<file path="src/hdl/accc_pkg.sv">
// Behaviour
// - Power-off bit 7 removes comparator power.
// - Bit 6 selects bandgap over positive pin.
// - Comparator output synchronised, one-to-two cycle delay.
// - Selected edge event sets flag bit 4.
// - Request needs flag, enable bit 3, global enable.
// - Vector execution clears the flag.
// - Writing one clears flag; zero keeps it.
// - Bit 2 routes comparator to capture front end.
// - Bit 2 clear isolates comparator from capture.
package accc_pkg;
  // Register offset in the I/O space.
  localparam logic [5:0] ACCC_OFS_CTRL = 6'h08;
  // Field positions inside the control and status register.
  localparam int ACCC_BIT_PWR_OFF = 7;
  localparam int ACCC_BIT_BG_SEL = 6;
  localparam int ACCC_BIT_SYNC_OUT = 5;
  localparam int ACCC_BIT_IRQ_FLAG = 4;
  localparam int ACCC_BIT_IRQ_EN = 3;
  localparam int ACCC_BIT_CAP_EN = 2;
  localparam int ACCC_BIT_MODE_HI = 1;
  // Reset value of every control bit.
  localparam logic [7:0] ACCC_CTRL_RST = 8'h00;
  // Interrupt mode encoding; code 01 is reserved and raises no event.
  typedef enum logic [1:0] {
    ACCC_MODE_TOGGLE = 2'b00,
    ACCC_MODE_RSVD = 2'b01,
    ACCC_MODE_FALL = 2'b10,
    ACCC_MODE_RISE = 2'b11
  } accc_mode_t;
endpackage

</file>
<file path="src/hdl/accc_sync.sv">
`timescale 1ns/10ps
`default_nettype none
// Two-flop synchroniser for the raw comparator output.
module accc_sync (
  input wire logic clk_sys,
  input wire logic sys_rst,
  input wire logic async_in,
  output logic sync_out
);
  // First stage is read only by the second stage.
  logic meta_r;

  // Both stages reset to zero so the status bit starts defined.
  always_ff @(posedge clk_sys) begin
    if (sys_rst) begin
      meta_r <= 1'b0;
      sync_out <= 1'b0;
    end else begin
      meta_r <= async_in;
      sync_out <= meta_r;
    end
  end
endmodule
`default_nettype wire

</file>
<file path="src/hdl/accc_top.sv">
`timescale 1ns/10ps
`default_nettype none
// Control and status logic for the on-chip analog comparator.
module accc_top
  import accc_pkg::*;
(
  input wire logic clk_sys,
  input wire logic sys_rst,
  input wire logic [5:0] io_addr,
  input wire logic io_wr,
  input wire logic io_rd,
  input wire logic [7:0] io_wdata,
  output logic [7:0] io_rdata,
  input wire logic comp_raw,
  input wire logic global_irq_en,
  input wire logic irq_vector_ack,
  output logic comparator_power_off,
  output logic bandgap_select,
  output logic capture_trigger,
  output logic comparator_irq_req
);
  // Control bits held by software.
  logic pwr_off_r;
  logic bg_sel_r;
  logic irq_en_r;
  logic cap_en_r;
  logic [1:0] mode_r;
  // Hardware-set interrupt flag.
  logic irq_flag_r;
  logic irq_flag_nxt;
  // Synchronised comparator output and its previous value.
  logic comparator_sync_output;
  logic sync_prev_r;
  logic evt;
  logic wr_hit;

  // Decode shared by read and write paths.
  function automatic logic addr_hit(input logic [5:0] a);
    return a == ACCC_OFS_CTRL;
  endfunction

  assign wr_hit = io_wr && addr_hit(io_addr);

  // Raw comparator crosses into the clock domain here.
  accc_sync u_sync (
    .clk_sys(clk_sys),
    .sys_rst(sys_rst),
    .async_in(comp_raw),
    .sync_out(comparator_sync_output)
  );

  // Control bits; the status bit position is not stored, so writes to it vanish.
  always_ff @(posedge clk_sys) begin
    if (sys_rst) begin
      {pwr_off_r, bg_sel_r} <= 2'h0;
      irq_en_r <= 1'b0;
      cap_en_r <= 1'b0;
      mode_r <= 2'h0;
    end else if (wr_hit) begin
      pwr_off_r <= io_wdata[ACCC_BIT_PWR_OFF];
      bg_sel_r <= io_wdata[ACCC_BIT_BG_SEL];
      irq_en_r <= io_wdata[ACCC_BIT_IRQ_EN];
      cap_en_r <= io_wdata[ACCC_BIT_CAP_EN];
      mode_r <= io_wdata[ACCC_BIT_MODE_HI -: 2];
    end
  end

  // Previous synchronised value for edge detection.
  always_ff @(posedge clk_sys) begin
    if (sys_rst) begin
      sync_prev_r <= 1'b0;
    end else begin
      sync_prev_r <= comparator_sync_output;
    end
  end

  // Event selection from the mode field.
  always_comb begin
    unique case (accc_mode_t'(mode_r))
      ACCC_MODE_TOGGLE: evt = comparator_sync_output ^ sync_prev_r;
      ACCC_MODE_FALL: evt = sync_prev_r & ~comparator_sync_output;
      ACCC_MODE_RISE: evt = comparator_sync_output & ~sync_prev_r;
      default: evt = 1'b0;
    endcase
  end

  // Flag: a new event wins over a clear in the same cycle.
  always_comb begin
    irq_flag_nxt = irq_flag_r;
    if (irq_vector_ack) begin
      irq_flag_nxt = 1'b0;
    end
    if (wr_hit && io_wdata[ACCC_BIT_IRQ_FLAG]) begin
      irq_flag_nxt = 1'b0;
    end
    if (evt) begin
      irq_flag_nxt = 1'b1;
    end
  end

  always_ff @(posedge clk_sys) begin
    if (sys_rst) begin
      irq_flag_r <= 1'b0;
    end else begin
      irq_flag_r <= irq_flag_nxt;
    end
  end

  // Registered outputs; the request is masked by both enables.
  always_ff @(posedge clk_sys) begin
    if (sys_rst) begin
      comparator_irq_req <= 1'b0;
      capture_trigger <= 1'b0;
      comparator_power_off <= 1'b0;
      bandgap_select <= 1'b0;
    end else begin
      comparator_irq_req <= irq_flag_nxt && irq_en_r && global_irq_en;
      // Gated so nothing reaches the capture front end when disabled.
      capture_trigger <= cap_en_r && comparator_sync_output;
      comparator_power_off <= pwr_off_r;
      bandgap_select <= bg_sel_r;
    end
  end

  // Read data; unmapped addresses read zero.
  always_ff @(posedge clk_sys) begin
    if (sys_rst) begin
      io_rdata <= ACCC_CTRL_RST;
    end else if (io_rd && addr_hit(io_addr)) begin
      io_rdata <= {pwr_off_r, bg_sel_r, comparator_sync_output, irq_flag_r,
                   irq_en_r, cap_en_r, mode_r};
    end else begin
      io_rdata <= 8'h00;
    end
  end
endmodule
`default_nettype wire

</file>
<file path="config.mk">
export PLATFORM = sky130hd
export DESIGN_NAME = accc_top
export DESIGN_NICKNAME = d
export VERILOG_FILES = /design/src/hdl/accc_pkg.sv /design/src/hdl/accc_sync.sv /design/src/hdl/accc_top.sv
export SDC_FILE = /design/constraint.sdc
export NUM_CORES = 1
export LEC_CHECK = 0
export BUFFER_PORTS_ARGS = -buffer_cell sky130_fd_sc_hd__buf_2
export CORE_UTILIZATION = 41
export DETAILED_ROUTE_END_ITERATION = 10
export GPL_ROUTABILITY_DRIVEN = 0
export GPL_TIMING_DRIVEN = 0
export HOLD_SLACK_MARGIN = 0.03
export PLACE_DENSITY = 0.82
export SYNTH_ARGS = -nofsm -noshare
export SYNTH_HDL_FRONTEND = slang
export SYNTH_SLANG_ARGS = --single-unit
</file>
<file path="constraint.sdc">
create_clock -name clk_sys -period 1.29 [get_ports clk_sys]
set_input_delay 0.0645 -clock clk_sys [delete_from_list [all_inputs] [get_ports clk_sys]]
set_output_delay 0.0645 -clock clk_sys [all_outputs]
set_load 0.03 [all_outputs]
</file>
==> results of run 1 <==
-- worst max-delay path, cell delays in order, from the launching register on --
cell and delay (ps):
dfxtp_2 370, inv_2 60, ha_4 200, nor2b_4 110, a211o_1 270, a311oi_2 270
-- kinds of logic (layout without fill, tap and decap cells) --
family	count (synthesis)	in the layout	share of synthesized area, %
buf+inv	9	58	5.03
fa+ha+maj	2	2	3.05
mux	4	4	4.88
compound gates	8	8	9.45
flops	22	22	53.7
simple gates	30	30	23.9
-- power groups by stage --
stage / clock, mW / combinational, mW / sequential, mW
after detailed placement: 0 / 0.0738 / 0.705
after floorplan: 0 / 0.0375 / 0.705
final: 0.372 / 0.110 / 0.691
after global placement: 0 / 0.0725 / 0.705
after global routing: 0.411 / 0.119 / 0.692
after CTS: 0.378 / 0.103 / 0.690
-- stage by stage --
stage	setup TNS, ps	std cells
after global routing	-130	149
after CTS	-1.49	150
after detailed placement	-174	131
final	-82.1	149
after floorplan	0	75
after global placement	-126	131
-- routing by layer --
metal | wire (µm) | track usage (%) | part of all wire [%] | up-vias
li1 | - | - | - | 347
met1 | 771 | 21.1 | 43 | 316
met2 | 939 | 32.5 | 53 | 20
met3 | 67 | 4.62 | 3.8 | 2
met4 | 8 | 6.86 | 0.45 | 0
met5 | 0 | 0 | 0 | -
-- synth_stat cells, types with 2 or more instances --
cell      count
dfxtp_1      22
and2_1        8
nand2b_1      8
inv_1         7
nor2b_1       5
mux2i_1       4
ha_1          2
o21ai_0       2
o41ai_1       2
-- registers in the layout (all words and copies together) (netlist names) --
signal,count
bandgap_select,1
bg_sel_r,1
cap_en_r,1
capture_trigger,1
comparator_irq_req,1
comparator_power_off,1
io_rdata,8
irq_en_r,1
irq_flag_r,1
mode_r,2
pwr_off_r,1
sync_prev_r,1
u_sync.meta_r,1
u_sync.sync_out,1
-- layout make-up --
class / instances / area [µm²]
Sequential cell: 22 / 443
Clock buffer: 4 / 36.3
Fill cell: 139 / 592
Inverter: 7 / 26.3
Timing Repair Buffer: 45 / 285
Multi-Input combinational cell: 44 / 373
Buffer: 2 / 15.0
Tap cell: 25 / 31.3
-- how the worst max path moves through the flow --
stage                    start                 end  slack [ps]  cells past startpoint
6_report       u_sync.sync_out  comparator_irq_req         -80                      5
5_1_grt        u_sync.sync_out  comparator_irq_req        -130                      5
4_1_cts        u_sync.sync_out  comparator_irq_req          -1                      5
3_5_place_dp        io_addr[5]  comparator_irq_req         -70                      5
3_3_place_gp        io_addr[5]  comparator_irq_req         -70                      5
2_1_floorplan  u_sync.sync_out  comparator_irq_req          20                      5
-- what timing repair did --
action                                 in CTS  in global routing
cloned                                      0                  0
hold buffers                               10                  0
setup buffers                               5                  0
resized for setup                           3                  4
endpoints found under the hold margin      10                  0
pin swaps                                   3                  4
setup endpoints to repair                   1                  3
==> flow_summary_export.csv, run 1 <==
group,metric,value,unit
outcome,outcome,"finished with violations",
outcome,violations,"negative setup slack",
worst_setup_path,rr_worst_depth,5,
placement,hpwl,1050,µm
cts,cts_buffer_depth,2,
worst_setup_path,worstPathArrival,1590,ps
drt,num_vias,685,
cts,cts_root_buf,"clkbuf_4",
synth,synth_top_area_cell,"dfxtp_1",
cts,clkTransAtPathRegs,120,ps
timing,setup_viol,1,
floorplan,io_pins,33,
placement,dpl_cell_area,1010,µm²
worst_setup_path,r2r_start,"u_sync.sync_out",
grt,grt_overflow,0,
flow_run,drv_cap,0,
finish,syn_to_final_growth,47.4,%
cts,cts_tree,"yes",
cts,htreeDepth,1,
synth,synth_cell_types,24,
placement,numPortBuffers,31,
drt,drtIter0Drc,14,
power,intPower,0.924,mW
timing,rsz0062_at_grt,"yes",
timing,skew,4.90,ps
power,p_switching,0.248,mW
worst_setup_path,cp.required,1510,ps
finish,final_cell_mix,"buf_2, dfxtp_1, dlygate4sd3_1",
finish,antenna_cells,0,
timing,fmax,729,MHz
power,p_comb_share,9.3,%
synth,synth_edf_count,0,
floorplan,die_y,46.7,µm
timing,post-route-period-util,106,%
grt,antenna_found_initial,0,
drt,via_per_inst,4.60,
synth,syn_inst,75,
power,power_frac_clock,31.7,%
worst_setup_path,path_max_fanout,2,
timing,hold_viol,0,
floorplan,start_util,45.6,%
drt,wl_per_cell,12.0,µm
power,p_seq_share,58.9,%
floorplan,core,1800,µm²
drt,wirelength,1790,µm
power,powerDensity,969,nW/µm²
grt,grt_max_degree,13,
finish,layout-drive-gt1-share,41.1,%
synth,synth_ff_type,"dfxtp_1",
synth,avgSynthCellArea,10.9,µm²
synth,netlist.area_leader.share,53.7,%
min_path,min_path_cells,3,
synth,async_flop_share,0,%
power,p_sw_share,21.2,%
timing,setup_slack,-82.1,ps
power,ir_drop,0.000440,V
min_path,hold_path_end,"io_rdata[5]",
floorplan,die_x,46.7,µm
finish,nNetsFinal,148,
power,p_total,1.17,mW
synth,syn-num-nets,98,
drt,drtPass1Iterations,4,
timing,slew_headroom,62.2,%
cts,cts-buffers-inserted,3,
finish,final_core_util,67.2,%
drt,ant_nets,0,
power,leakage,0.543,nW
synth,synth_area,821,µm²
grt,grt_pass1_wl,2750,µm
drt,drc,0,
floorplan,die-area,2180,µm²
grt,grt_pass1_vias,623,
cts,clk_latency,300,ps
worst_setup_path,critPathCaptureType,"flop",
worst_setup_path,worstReg2RegEnd,"comparator_irq_req",
timing,period_minus_slack,1370,ps
worst_setup_path,critPathLaunchType,"flop",
synth,synth_warnings,0,
worst_setup_path,r2r_setup_slack,-80,ps
cts,clock-sinks,22,
timing,hold_ws,91.8,ps
timing,slew_violations,0,
min_path,worst_hold_startpoint,"io_addr[2]",
floorplan,std_cell_rows,15,
finish,design_area,1210,µm²
synth,synthTopCellsByArea,"dfxtp_1, and2_1, nand2b_1",
placement,pre_cts_slack,-74.6,ps
min_path,hp-class,"primary input to flop",
synth,ys_seq_elements,22,
worst_setup_path,crit_type,"flop to flop",
synth,seq_area_frac_synth,53.7,%
timing,worstMarginPinSlew,567,ps
finish,layout_commonest_cell,"buf_2",
grt,grt_usage,18.3,%
(Power assumes the default switching activity.)
==> inputs of run 2 (changes only) <==
--- a/config.mk
+++ b/config.mk
@@ -5,13 +5,15 @@
 export SDC_FILE = /design/constraint.sdc
 export NUM_CORES = 1
 export LEC_CHECK = 0
+export ABC_AREA = 1
 export BUFFER_PORTS_ARGS = -buffer_cell sky130_fd_sc_hd__buf_2
-export CORE_UTILIZATION = 41
+export CORE_UTILIZATION = 40
 export DETAILED_ROUTE_END_ITERATION = 10
 export GPL_ROUTABILITY_DRIVEN = 0
 export GPL_TIMING_DRIVEN = 0
 export HOLD_SLACK_MARGIN = 0.03
 export PLACE_DENSITY = 0.82
+export RECOVER_POWER = 100
 export SYNTH_ARGS = -nofsm -noshare
 export SYNTH_HDL_FRONTEND = slang
 export SYNTH_SLANG_ARGS = --single-unit
==> run 2 against run 1 <==
Compared with the run above: non-clock buffer count down 7; core utilization down 6.9 points; first-iteration DRC count down 57%; global-route usage down 0.83 points; sequential power about the same; synthesized cell count up 13%; the flow now finishes without violations; largest power group unchanged; critical path type unchanged; clock power up 38%; power up 10%; die area down 6.6%; hold slack worse by 23 ps; critical path depth up 2; combinational power down 19%.
==> flow_summary_export.csv, run 2 <==
group,metric,value,unit
synth,ys_seq_elements,22,
cts,cts_root_buf,"clkbuf_4",
timing,worstMarginPinSlew,371,ps
finish,final_cells,153,
synth,netlist.area_leader.share,59.1,%
floorplan,core,1750,µm²
synth,synth_warnings,0,
grt,grt_max_degree,14,
cts,clk_latency,300,ps
worst_setup_path,slowest_stage,"dfxtp_2",
min_path,hp-class,"primary input to flop",
drt,ant_nets,0,
synth,synth_area,746,µm²
timing,skew,6.82,ps
timing,fmax,848,MHz
cts,clock-sinks,22,
finish,nNetsFinal,152,
timing,rsz0062_at_grt,"no",
floorplan,die_y,45.2,µm
synth,synth_top_area_cell,"dfxtp_1",
floorplan,die_x,45.2,µm
finish,reg_top3,"io_rdata (8), mode_r (2)",
timing,period_minus_slack,1180,ps
synth,syn_inst,85,
placement,hpwl,1050,µm
cts,htreeDepth,1,
drt,wl_per_cell,10.2,µm
cts,cts_setup_buffers,0,
flow_run,drv_cap,0,
synth,yosys-top-cells-count,"dfxtp_1, nor2_1, inv_1, nand2_1, a21oi_1",
timing,tns,0,ps
worst_setup_path,critPathLaunchType,"flop",
worst_setup_path,rr_worst_depth,7,
timing,hold_viol,0,
finish,regMostFlops,"io_rdata",
worst_setup_path,path_common_cell,"nand2_1",
placement,numPortBuffers,31,
worst_setup_path,worstPathArrival,1420,ps
drt,wirelength,1570,µm
power,leakage,0.452,nW
worst_setup_path,crit_type,"flop to flop",
power,powerDensity,1230,nW/µm²
synth,avgSynthCellArea,8.77,µm²
placement,dpl_cell_area,932,µm²
floorplan,std_cell_rows,15,
outcome,outcome,"complete, no violations",
synth,synth.most_common_cell,"dfxtp_1",
drt,drtIter0Drc,6,
drt,via_per_inst,4.26,
timing,slew_violations,0,
worst_setup_path,worst_path_largest_cell_delay,350,ps
synth,syn-num-nets,108,
finish,syn_to_final_growth,40.9,%
floorplan,die-area,2040,µm²
placement,numPlacedInstances,141,
worst_setup_path,critPathCaptureType,"flop",
min_path,min_path_cells,3,
grt,grt_usage,17.5,%
cts,cts_tree,"yes",
worst_setup_path,cp_top_family,"flip-flops",
cts,cts_buffer_depth,2,
floorplan,io_pins,33,
synth,seq_area_frac_synth,59.1,%
grt,grt_pass1_wl,2470,µm
finish,layout-drive-gt1-share,22.7,%
synth,async_flop_share,0,%
worst_setup_path,path_max_fanout,4,
synth,synthTopCellsByArea,"dfxtp_1, nor2_1, inv_1",
drt,num_vias,652,
grt,grt_pass1_vias,596,
grt,grt_overflow,0,
grt,antenna_found_initial,0,
finish,final_cell_mix,"dfxtp_1, buf_2, nor2_1",
worst_setup_path,path_buf_inv,1,
power,ir_drop,0.000651,V
finish,antenna_cells,0,
synth,synth_cell_types,16,
finish,design_area,1050,µm²
synth,synth_edf_count,0,
drt,drtPass1Iterations,3,
finish,layout_commonest_cell,"dfxtp_1",
cts,clkTransAtPathRegs,120,ps
worst_setup_path,worstPathCellList,"inv_1 > ha_1 > o21ai_1 > nand2_1 > nand2_1 > nand2_1 > nor2_1",
timing,setup_viol,0,
worst_setup_path,cp.required,1530,ps
timing,post-route-period-util,91.4,%
worst_setup_path,cp.depth,7,
synth,synth_ff_type,"dfxtp_1",
cts,cts-buffers-inserted,3,
finish,largest_reg_flops,8,
timing,slew_headroom,75.4,%
drt,drc,0,
floorplan,start_util,42.7,%
## run 2: changes by cell type in the layout (fill, tap and decap cells not counted), moves of 9 or more
cell / change
buf_2: -12
inv_1: +9
clkbuf_1: +11
nor2_1: +16
## run 2: area by class of cell
type | instances | area [µm²]
clock buffer | 3 | 22.5
fill | 154 | 694
sequential | 22 | 442
inverter | 16 | 60.1
timing repair buffer | 39 | 220
multi-input combinational | 46 | 234
tap | 25 | 31.3
clock inverter | 1 | 30.0
buffer | 1 | 11.3
## run 2: power by group
group	total, mW	internal (mW)	switching (mW)
Combinational	0.0886	0.0478	0.0408
Sequential	0.689	0.687	0.00264
Clock	0.512	0.314	0.198
Total	1.29	1.05	0.241
## run 2: worst reg2reg max path: cells and delay by family, from the launching register on
kind                     cells  cell delay (ps)
buffers and inverters        1               80
adder cells (fa/ha/maj)      1              300
AO/OA/AOI/OAI                1              120
AND/OR/NAND/NOR              4              280
flip-flops                   1              350
## run 2: final timing paths
| kind | slack, ps | from | end |
|---|---|---|---|
| min | 70 | io_wdata[0] | mode_r[0] |
| max | 110 | u_sync.sync_out | comparator_irq_req |
| max reg2reg | 110 | u_sync.sync_out | comparator_irq_req |
| min reg2reg | 400 | u_sync.meta_r | u_sync.sync_out |
## run 2: timing repair
action,in CTS,in global routing
gates resized for setup,0,2
endpoints found under the hold margin,11,0
hold buffers,8,0
setup endpoints to repair,0,1
## run 2: cell families (layout without fill, tap and decap cells)
logic type      after synthesis  in the layout  synth area share (%)
fa+ha+maj                     2              2                  3.36
simple gates                 31             31                  19.3
buf+inv                      17             60                  9.56
flops                        22             22                  59.1
compound gates               13             13                  8.72
## run 2: metrics by stage
stage                     power [mW]  setup WS, ps  util, %  hold slack (ps)
final                           1.29           110     60.2             69.2
after global routing            1.34          5.17     60.2             37.8
after floorplan                0.735           212        -              136
after CTS                       1.31          54.3     61.0             45.1
after global placement         0.771           130     53.4              285
after detailed placement       0.773          91.3     53.4              294
## run 2: routing by layer
layer  up-vias  share of wire [%]  GRT usage, %
li1        345                  -             -
met1       293                 43          20.5
met2        12                 52          28.4
met3         2                2.9          4.00
met4         0                1.2          11.5
met5         -                  0             0
